**src/common/rtcidx_pkg.sv**
```systemverilog
package rtcidx_pkg;
    localparam logic [7:0] RTCIDX_PRI_INDEX_OFS = 8'h70;
    localparam logic [7:0] RTCIDX_PRI_DATA_OFS = 8'h71;
    localparam logic [7:0] RTCIDX_EXT_INDEX_OFS = 8'h72;
    localparam logic [7:0] RTCIDX_EXT_DATA_OFS = 8'h73;
    localparam logic [7:0] RTCIDX_SHADOW_IDX = 8'hbb;
    localparam int RTCIDX_NMI_BIT = 7;
    localparam logic [7:0] RTCIDX_INDEX_RST = 8'h00;
    localparam logic [7:0] RTCIDX_NMI_RST = 8'h00;
endpackage

```
**src/common/rtcidx_mem_if.sv**
```systemverilog
`timescale 1ns/1ps
// Register-array access between the port front end and the RTC store
interface rtcidx_mem_if;
    logic we;
    logic [6:0] waddr;
    logic [7:0] wdata;
    logic [6:0] raddr;
    logic [7:0] rdata;
    modport front (output we, output waddr, output wdata, output raddr, input rdata);
    modport store (input we, input waddr, input wdata, input raddr, output rdata);
endinterface

```
**src/hw/rtcidx_top.sv**
```systemverilog
`timescale 1ns/1ps
// Index/data port front end for the internal RTC
module rtcidx_top
    import rtcidx_pkg::*;
(
    input wire logic clock,
    input wire logic rst_b,
    input wire logic io_wr,
    input wire logic io_rd,
    input wire logic [7:0] io_addr,
    input wire logic [7:0] io_wdata,
    input wire logic [7:0] cfg_idx,
    output logic [7:0] io_rdata,
    output logic io_rvalid,
    output logic isa_wr,
    output logic [7:0] isa_addr,
    output logic [7:0] isa_data,
    output logic index_latch_strobe,
    output logic [6:0] latch_index,
    output logic nmi_mask,
    output logic [7:0] cfg_shadow_rdata
);
    rtcidx_mem_if mem ();
    rtcidx_mem u_mem (
        .clock(clock),
        .mem(mem)
    );

    logic pri_idx_wr, ext_idx_wr, pri_dat, ext_dat;
    logic [7:0] shadow_q;
    logic [6:0] ext_index_q;
    logic rd_pend_q;

    assign pri_idx_wr = io_wr && io_addr == RTCIDX_PRI_INDEX_OFS;
    assign ext_idx_wr = io_wr && io_addr == RTCIDX_EXT_INDEX_OFS;
    assign pri_dat = io_addr == RTCIDX_PRI_DATA_OFS;
    assign ext_dat = io_addr == RTCIDX_EXT_DATA_OFS;

    // Primary index with NMI mask, kept whole as the shadow
    always_ff @(posedge clock or negedge rst_b) begin
        if (!rst_b) begin
            shadow_q <= RTCIDX_INDEX_RST;
        end else if (pri_idx_wr) begin
            shadow_q <= io_wdata;
        end
    end
    always_ff @(posedge clock or negedge rst_b) begin
        if (!rst_b) begin
            nmi_mask <= RTCIDX_NMI_RST[RTCIDX_NMI_BIT];
        end else if (pri_idx_wr) begin
            nmi_mask <= io_wdata[RTCIDX_NMI_BIT];
        end
    end

    // Extended index; bit 7 reserved and dropped
    always_ff @(posedge clock or negedge rst_b) begin
        if (!rst_b) begin
            ext_index_q <= 7'h00;
        end else if (ext_idx_wr) begin
            ext_index_q <= io_wdata[6:0];
        end
    end

    // Latch strobe and index toward the RTC controller
    always_ff @(posedge clock or negedge rst_b) begin
        if (!rst_b) begin
            index_latch_strobe <= 1'b0;
            latch_index <= 7'h00;
        end else begin
            index_latch_strobe <= pri_idx_wr || ext_idx_wr;
            if (pri_idx_wr || ext_idx_wr) begin
                latch_index <= io_wdata[6:0];
            end
        end
    end

    // ISA forwarding of index writes, one-cycle bus write
    always_ff @(posedge clock or negedge rst_b) begin
        if (!rst_b) begin
            isa_wr <= 1'b0;
            isa_addr <= 8'h00;
            isa_data <= 8'h00;
        end else begin
            isa_wr <= pri_idx_wr || ext_idx_wr;
            if (pri_idx_wr || ext_idx_wr) begin
                isa_addr <= io_addr;
                isa_data <= io_wdata;
            end
        end
    end

    // Data ports act on the last index of their own pair
    assign mem.we = io_wr && (pri_dat || ext_dat);
    assign mem.waddr = pri_dat ? shadow_q[6:0] : ext_index_q;
    assign mem.wdata = io_wdata;
    assign mem.raddr = pri_dat ? shadow_q[6:0] : ext_index_q;

    // Read answer two cycles after a data-port request; index ports never answer
    always_ff @(posedge clock or negedge rst_b) begin
        if (!rst_b) begin
            rd_pend_q <= 1'b0;
        end else begin
            rd_pend_q <= io_rd && (pri_dat || ext_dat);
        end
    end
    always_ff @(posedge clock or negedge rst_b) begin
        if (!rst_b) begin
            io_rvalid <= 1'b0;
            io_rdata <= 8'h00;
        end else begin
            io_rvalid <= rd_pend_q;
            io_rdata <= rd_pend_q ? mem.rdata : 8'h00;
        end
    end

    // Configuration shadow read
    always_ff @(posedge clock or negedge rst_b) begin
        if (!rst_b) begin
            cfg_shadow_rdata <= 8'h00;
        end else begin
            cfg_shadow_rdata <= (cfg_idx == RTCIDX_SHADOW_IDX) ? shadow_q : 8'h00;
        end
    end

    AST_STROBE: assert property (@(posedge clock) disable iff (!rst_b)
        (io_wr && (io_addr == RTCIDX_PRI_INDEX_OFS || io_addr == RTCIDX_EXT_INDEX_OFS))
        |=> index_latch_strobe && latch_index == $past(io_wdata[6:0]))
        else $error("latch strobe missing");
    AST_ISA: assert property (@(posedge clock) disable iff (!rst_b)
        isa_wr |-> isa_data == $past(io_wdata) && isa_addr == $past(io_addr))
        else $error("isa forward wrong");
    AST_NMI: assert property (@(posedge clock) disable iff (!rst_b)
        (io_wr && io_addr == RTCIDX_PRI_INDEX_OFS) |=> nmi_mask == $past(io_wdata[7]))
        else $error("nmi mask wrong");
    AST_SHADOW: assert property (@(posedge clock) disable iff (!rst_b)
        (io_wr && io_addr == RTCIDX_PRI_INDEX_OFS) ##1 (cfg_idx == RTCIDX_SHADOW_IDX && !io_wr)
        |=> cfg_shadow_rdata == $past(io_wdata, 2))
        else $error("shadow wrong");
    AST_EXT_NO_NMI: assert property (@(posedge clock) disable iff (!rst_b)
        (io_wr && io_addr == RTCIDX_EXT_INDEX_OFS) |=> $stable(nmi_mask))
        else $error("extended write moved nmi mask");
    AST_RVALID: assert property (@(posedge clock) disable iff (!rst_b)
        (io_rd && (io_addr == RTCIDX_PRI_DATA_OFS || io_addr == RTCIDX_EXT_DATA_OFS))
        |-> ##2 io_rvalid)
        else $error("read answer late");
    AST_RDBACK: assert property (@(posedge clock) disable iff (!rst_b)
        (io_wr && io_addr == RTCIDX_PRI_DATA_OFS) ##1
        (io_rd && io_addr == RTCIDX_PRI_DATA_OFS && !io_wr)
        |-> ##2 io_rdata == $past(io_wdata, 3))
        else $error("primary data readback wrong");
    AST_EXT_RDBACK: assert property (@(posedge clock) disable iff (!rst_b)
        (io_wr && io_addr == RTCIDX_EXT_DATA_OFS) ##1
        (io_rd && io_addr == RTCIDX_EXT_DATA_OFS && !io_wr)
        |-> ##2 io_rdata == $past(io_wdata, 3))
        else $error("extended data readback wrong");

    COV_PRI: cover property (@(posedge clock) disable iff (!rst_b)
        (io_wr && io_addr == RTCIDX_PRI_INDEX_OFS) ##1 (io_rd && pri_dat));
    COV_EXT: cover property (@(posedge clock) disable iff (!rst_b)
        (io_wr && io_addr == RTCIDX_EXT_INDEX_OFS) ##1 (io_wr && ext_dat));
    // Index ports are write-only: a read of them must never answer
    AST_IDX_NO_READ: assert property (@(posedge clock) disable iff (!rst_b)
        (io_rd && !io_wr && (io_addr == RTCIDX_PRI_INDEX_OFS || io_addr == RTCIDX_EXT_INDEX_OFS))
        |-> ##2 !io_rvalid)
        else $error("index port answered a read");

    // Read data bus idles at zero so a stale byte is never mistaken for an answer
    AST_RDATA_IDLE: assert property (@(posedge clock) disable iff (!rst_b)
        !io_rvalid |-> io_rdata == 8'h00)
        else $error("read data not idle");

    // Forwarded bus write and latch strobe come from the same index write
    AST_ISA_WITH_STROBE: assert property (@(posedge clock) disable iff (!rst_b)
        isa_wr == index_latch_strobe)
        else $error("isa forward and strobe apart");

    // Extended index keeps its own pair, untouched by primary index writes
    AST_EXT_KEEP: assert property (@(posedge clock) disable iff (!rst_b)
        (io_wr && io_addr == RTCIDX_PRI_INDEX_OFS) |=> $stable(ext_index_q))
        else $error("primary write moved extended index");

    COV_SHADOW: cover property (@(posedge clock) disable iff (!rst_b)
        cfg_idx == RTCIDX_SHADOW_IDX && shadow_q != 8'h00);
    // Readback answer seen, and a masking write seen
    COV_ANSWER: cover property (@(posedge clock) disable iff (!rst_b)
        io_rvalid && io_rdata != 8'h00);
    COV_NMI_MASKED: cover property (@(posedge clock) disable iff (!rst_b)
        $rose(nmi_mask));
endmodule // rtcidx_top

```
**src/hw/rtcidx_mem.sv**
```systemverilog
`timescale 1ns/1ps
// RTC register store, 128 bytes, registered read
module rtcidx_mem (
    input wire logic clock,
    rtcidx_mem_if.store mem
);
    logic [7:0] ram_q [128];
    logic [7:0] rdata_q;

    // Write port
    always_ff @(posedge clock) begin
        if (mem.we) begin
            ram_q[mem.waddr] <= mem.wdata;
        end
    end

    // Read data from a register
    always_ff @(posedge clock) begin
        rdata_q <= ram_q[mem.raddr];
    end

    assign mem.rdata = rdata_q;
endmodule // rtcidx_mem

```
**config.mk**
```make
export PLATFORM = sky130hd
export DESIGN_NAME = rtcidx_top
export DESIGN_NICKNAME = d
export VERILOG_FILES = /design/src/common/rtcidx_pkg.sv /design/src/common/rtcidx_mem_if.sv /design/src/hw/rtcidx_top.sv /design/src/hw/rtcidx_mem.sv
export SDC_FILE = /design/constraint.sdc
export NUM_CORES = 1
export LEC_CHECK = 0
export ABC_AREA = 1
export ABC_CLOCK_PERIOD_IN_PS = 2200
export CELL_PAD_IN_SITES_DETAIL_PLACEMENT = 1
export CELL_PAD_IN_SITES_GLOBAL_PLACEMENT = 2
export CORE_MARGIN = 1
export CORE_UTILIZATION = 38
export CTS_BUF_LIST = sky130_fd_sc_hd__clkbuf_16
export DETAILED_ROUTE_END_ITERATION = 7
export DONT_BUFFER_PORTS = 1
export GPL_TIMING_DRIVEN = 0
export PLACE_DENSITY_LB_ADDON = 0.1
export SLEW_MARGIN = 20
export SYNTH_ARGS = -nofsm -noshare
export SYNTH_HDL_FRONTEND = slang
export SYNTH_SLANG_ARGS = --single-unit
```
**constraint.sdc**
```tcl
create_clock -name clock -period 2.2 [get_ports clock]
set_input_delay 0.22 -clock clock [delete_from_list [all_inputs] [get_ports clock]]
set_output_delay 0.22 -clock clock [all_outputs]
set_load 0.005 [all_outputs]
```
==> results.sh <==
export IMPL_dieArea_sq_um=123000
export IMPL_ys_seq_area_frac=0.698
export IMPL_synth_top_family_by_area="simple AND/OR/NAND/NOR gates"
export IMPL_fin_ws_ns=-0.298
export IMPL_start_kind="register"
export IMPL_synthTopCellsByArea="edfxtp_1, nand2_1, dfrtp_1"
export IMPL_pin_count=71
export IMPL_synth_area_mux_share=0
export IMPL_rows=127
export IMPL_hold_class="input pin to register"
export IMPL_grt_pass1_vias=34650
export IMPL_tightest_slew_ns=0.799
export IMPL_crit_top_cell="nand2_1"
export IMPL_status="complete, but fails checks"
export IMPL_synth_compound_area_frac=0.00291
export IMPL_drive_gt1_frac=0.185
export IMPL_io_buffers=0
export IMPL_placed_area_sq_um=48100
export IMPL_postLayoutCellArea_sq_um=58600
export IMPL_ff2ff_setup_slack_ns=-0.30
export IMPL_cts_buffers=130
export IMPL_max_freq_mhz=400
export IMPL_yosys_top_cells_count="nand2_1, edfxtp_1, nor2_1, buf_2, inv_1"
export IMPL_drv_cap=0
export IMPL_ant_nets=0
export IMPL_grt_pass1_wl_um=238000
export IMPL_synth_area_sq_um=46100
export IMPL_period_needed_ns=2.50
export IMPL_met1_usage=0.378
export IMPL_vias=33821
export IMPL_crit_start="shadow_q[1]$_DFFE_PN0P_"
export IMPL_grt_util_all_layers=0.273
export IMPL_cts_tree="done"
export IMPL_cellLeakagePower_nw=24.3
export IMPL_place_gp_congestion=0.824
export IMPL_cp_depth=14
export IMPL_clock_path_buffers=3
export IMPL_synthAdderAreaFrac=0
export IMPL_cpMaxStageDelayCell="dfrtp_1"
export IMPL_crit_required_ns=2.90
export IMPL_syn_area_per_cell_sq_um=9.98
export IMPL_worstSetupEndpoint="u_mem.mem.rdata[7]$_DFF_P_"
export IMPL_areaGrowthSynthToFinish_pct=27.3
export IMPL_synth_largest_area_cell="edfxtp_1"
export IMPL_syn_nets=4643
export IMPL_setup_viol=855
export IMPL_post_dp_hpwl_um=103000
export IMPL_min_period_over_period=1.14
export IMPL_async_flop_share=0.0462
export IMPL_synth_xor_area_frac=0
export IMPL_cp_end_kind="register"
export IMPL_cts_root_buffer="clkbuf_16"
export IMPL_grt_met2_usage=0.437
export IMPL_cpPeakStageDelay_ns=0.37
export IMPL_chipWidth_um=350
export IMPL_cp_top_family="simple AND/OR/NAND/NOR gates"
export IMPL_powerDensity_nw_per_um2=831
export IMPL_cts_htree_levels=4
export IMPL_core_sq_um=120000
export IMPL_route_detailed_drc=0
export IMPL_crit_arrival_ns=3.20
export IMPL_clkTransAtPathRegs_ns=0.06
export IMPL_grt_overflow_total=0
export IMPL_crit_path_cell_trace="nand3_1 -> nand2_4 -> buf_6 -> clkbuf_2 -> nand2_1 -> nand2_1 -> nand2_1 -> nand2_2 -> nand2_1 -> nand2_2 -> nor2_2 -> nor2_2 -> nor2_4 -> nand2_1"
export IMPL_critPathBufInv=2
export IMPL_grt_max_degree=131
export IMPL_reg2reg_from="shadow_q[1]$_DFFE_PN0P_"
export IMPL_firstDrtPassIters=5
export IMPL_skew_ns=0.0263
export IMPL_wl_per_cell_um=24.9
export IMPL_worstReg2RegEnd="u_mem.mem.rdata[7]$_DFF_P_"
export IMPL_synth_cell_types=30
export IMPL_drv_slew=0
export IMPL_violations="setup timing"
export IMPL_met3_usage=0.0379
export IMPL_hold_viol=0
export IMPL_synth_edf_count=1024
export IMPL_clk_latency_ns=0.77
export IMPL_wirelength_um=167000
export IMPL_yosysWarnings=0
export IMPL_min_path_cells=1
export IMPL_fp_dieH_um=350
export IMPL_slew_headroom=0.467
export IMPL_yosysMostFrequentCell="nand2_1"
export IMPL_cp_max_fo=10
export IMPL_post_synth_top_area_fraction=0.668
export IMPL_rsz0062_at_grt="true"
export IMPL_synthFlopType="edfxtp_1"
export IMPL_clock_sinks=1082
export IMPL_netlist_instances=4615
export IMPL_final_net_count=5019
export IMPL_r2r_cells=14
export IMPL_final_core_util=0.489
export IMPL_path_class="register to register"
export IMPL_drt_iter0_markers=2934
export IMPL_drt_vias_per_instance=5.04
export IMPL_yosys_area_share_simple=0.265
export IMPL_antenna_found_initial=7
export IMPL_grt_busiest_layer="met2"
export IMPL_power_total_mw=48.7
export IMPL_ir_drop_uv=599
export IMPL_start_util=0.384
export IMPL_synth_seq_cells=1082
[state kept, by name, indices dropped and copies added (netlist names)]
name and flops:
ext_index_q 7, u_mem.mem.rdata 8, shadow_q 8, u_mem.ram_q 1024, isa_data 2, io_rdata 8, latch_index 6, rd_pend_q 1
isa_addr 8, io_rvalid 1, cfg_shadow_rdata 8, isa_wr 1
[metal layers]
| layer | wire, um | vias up |
|---|---|---|
| met3 | 8160 | 299 |
| met5 | 0 | - |
| met1 | 75200 | 16988 |
| li1 | - | 15648 |
| met4 | 6130 | 0 |
| met2 | 77300 | 886 |
[worst register-to-register path: cells and delay by family (launching register included)]
family | cells | cell delay (ns)
buffers and inverters | 2 | 0.62
flip-flops | 1 | 0.37
AND/OR/NAND/NOR | 12 | 1.44
[cells by family (layout without fill, tap and decap cells)]
group,Yosys count,in the layout
simple gates,3174,3175
flops,1082,1082
buf+inv,339,817
compound gates,20,20
other cells,0,2
[placed cells by master, fill, tap and decap left out, types with 8 or more instances in the layout]
cell	Yosys	final
nor2_2	5	17
clkbuf_4	0	11
dlygate4sd3_1	0	19
inv_1	112	146
buf_16	0	19
buf_12	0	148
clkinv_2	1	16
edfxtp_1	1024	1024
nand3_1	63	59
nor2_1	238	60
nor2_4	4	170
clkbuf_1	39	10
nand2_2	6	88
buf_4	12	113
buf_6	5	29
inv_6	0	10
dfxtp_1	8	8
buf_2	156	69
clkinv_1	1	30
nand2_4	4	31
nand2_1	2832	2719
clkbuf_2	0	23
nand3_4	1	11
clkbuf_16	0	138
o22ai_1	9	9
buf_8	0	14
dfrtp_1	50	50
[power breakdown]
part / total (mW) / internal (mW) / switching, mW
combinational: 5.75 / 1.63 / 4.12
sequential: 22.7 / 22.6 / 0.0626
clock: 20.3 / 11.5 / 8.74
total: 48.7 / 35.8 / 12.9
[timing repair]
item / CTS / global route
cloned: 7 / 7
gates resized for setup: 681 / 125
endpoints found under the setup margin: 1032 / 977
buffers inserted: 196 / 11
hold endpoints to repair: 1107 / 0
pin swaps: 169 / 64
hold buffers: 29 / 0
[how the worst min path moves through the flow]
| stage | startpoint | endpoint | slack, ns |
|---|---|---|---|
| after floorplan | rst_b | cfg_shadow_rdata[0]$_DFF_PN0_ | -0.08 |
| after global placement | rst_b | isa_addr[4]$_DFFE_PN0P_ | -0.07 |
| after detailed placement | rst_b | isa_addr[6]$_DFFE_PN0P_ | -0.07 |
| after CTS | io_wdata[1] | u_mem.ram_q[99][1]$_DFFE_PP_ | 0.002 |
| after global routing | io_wdata[1] | u_mem.ram_q[99][1]$_DFFE_PP_ | 0.02 |
| final | io_wdata[1] | u_mem.ram_q[99][1]$_DFFE_PP_ | 0.006 |
[final cells by class]
type                       instances  area (sq um)
clock buffer                     131          3280
clock inverter                   104           677
timing repair buffer             246          3940
multi-input combinational       3195         14200
fill                           12964         61300
antenna                            2          5.00
inverter                         114           429
buffer                           222          1900
tap                             1612          2020
sequential                      1082         32200
[per-stage QoR]
stage | hold slack, ns | setup TNS [ns] | setup slack [ns] | instances
2_1_floorplan | -0.0756 | -255.10 | -0.270 | 4615
3_5_place_dp | -0.0748 | -2125.71 | -2.46 | 6227
6_report | 0.00570 | -66.02 | -0.298 | 6708
3_3_place_gp | -0.0746 | -2109.42 | -2.47 | 6227
5_1_grt | 0.0191 | -94.76 | -0.385 | 6707
4_1_cts | 0.00157 | -23.99 | -0.262 | 6694
Note: power is estimated with default switching activity, not from simulation.
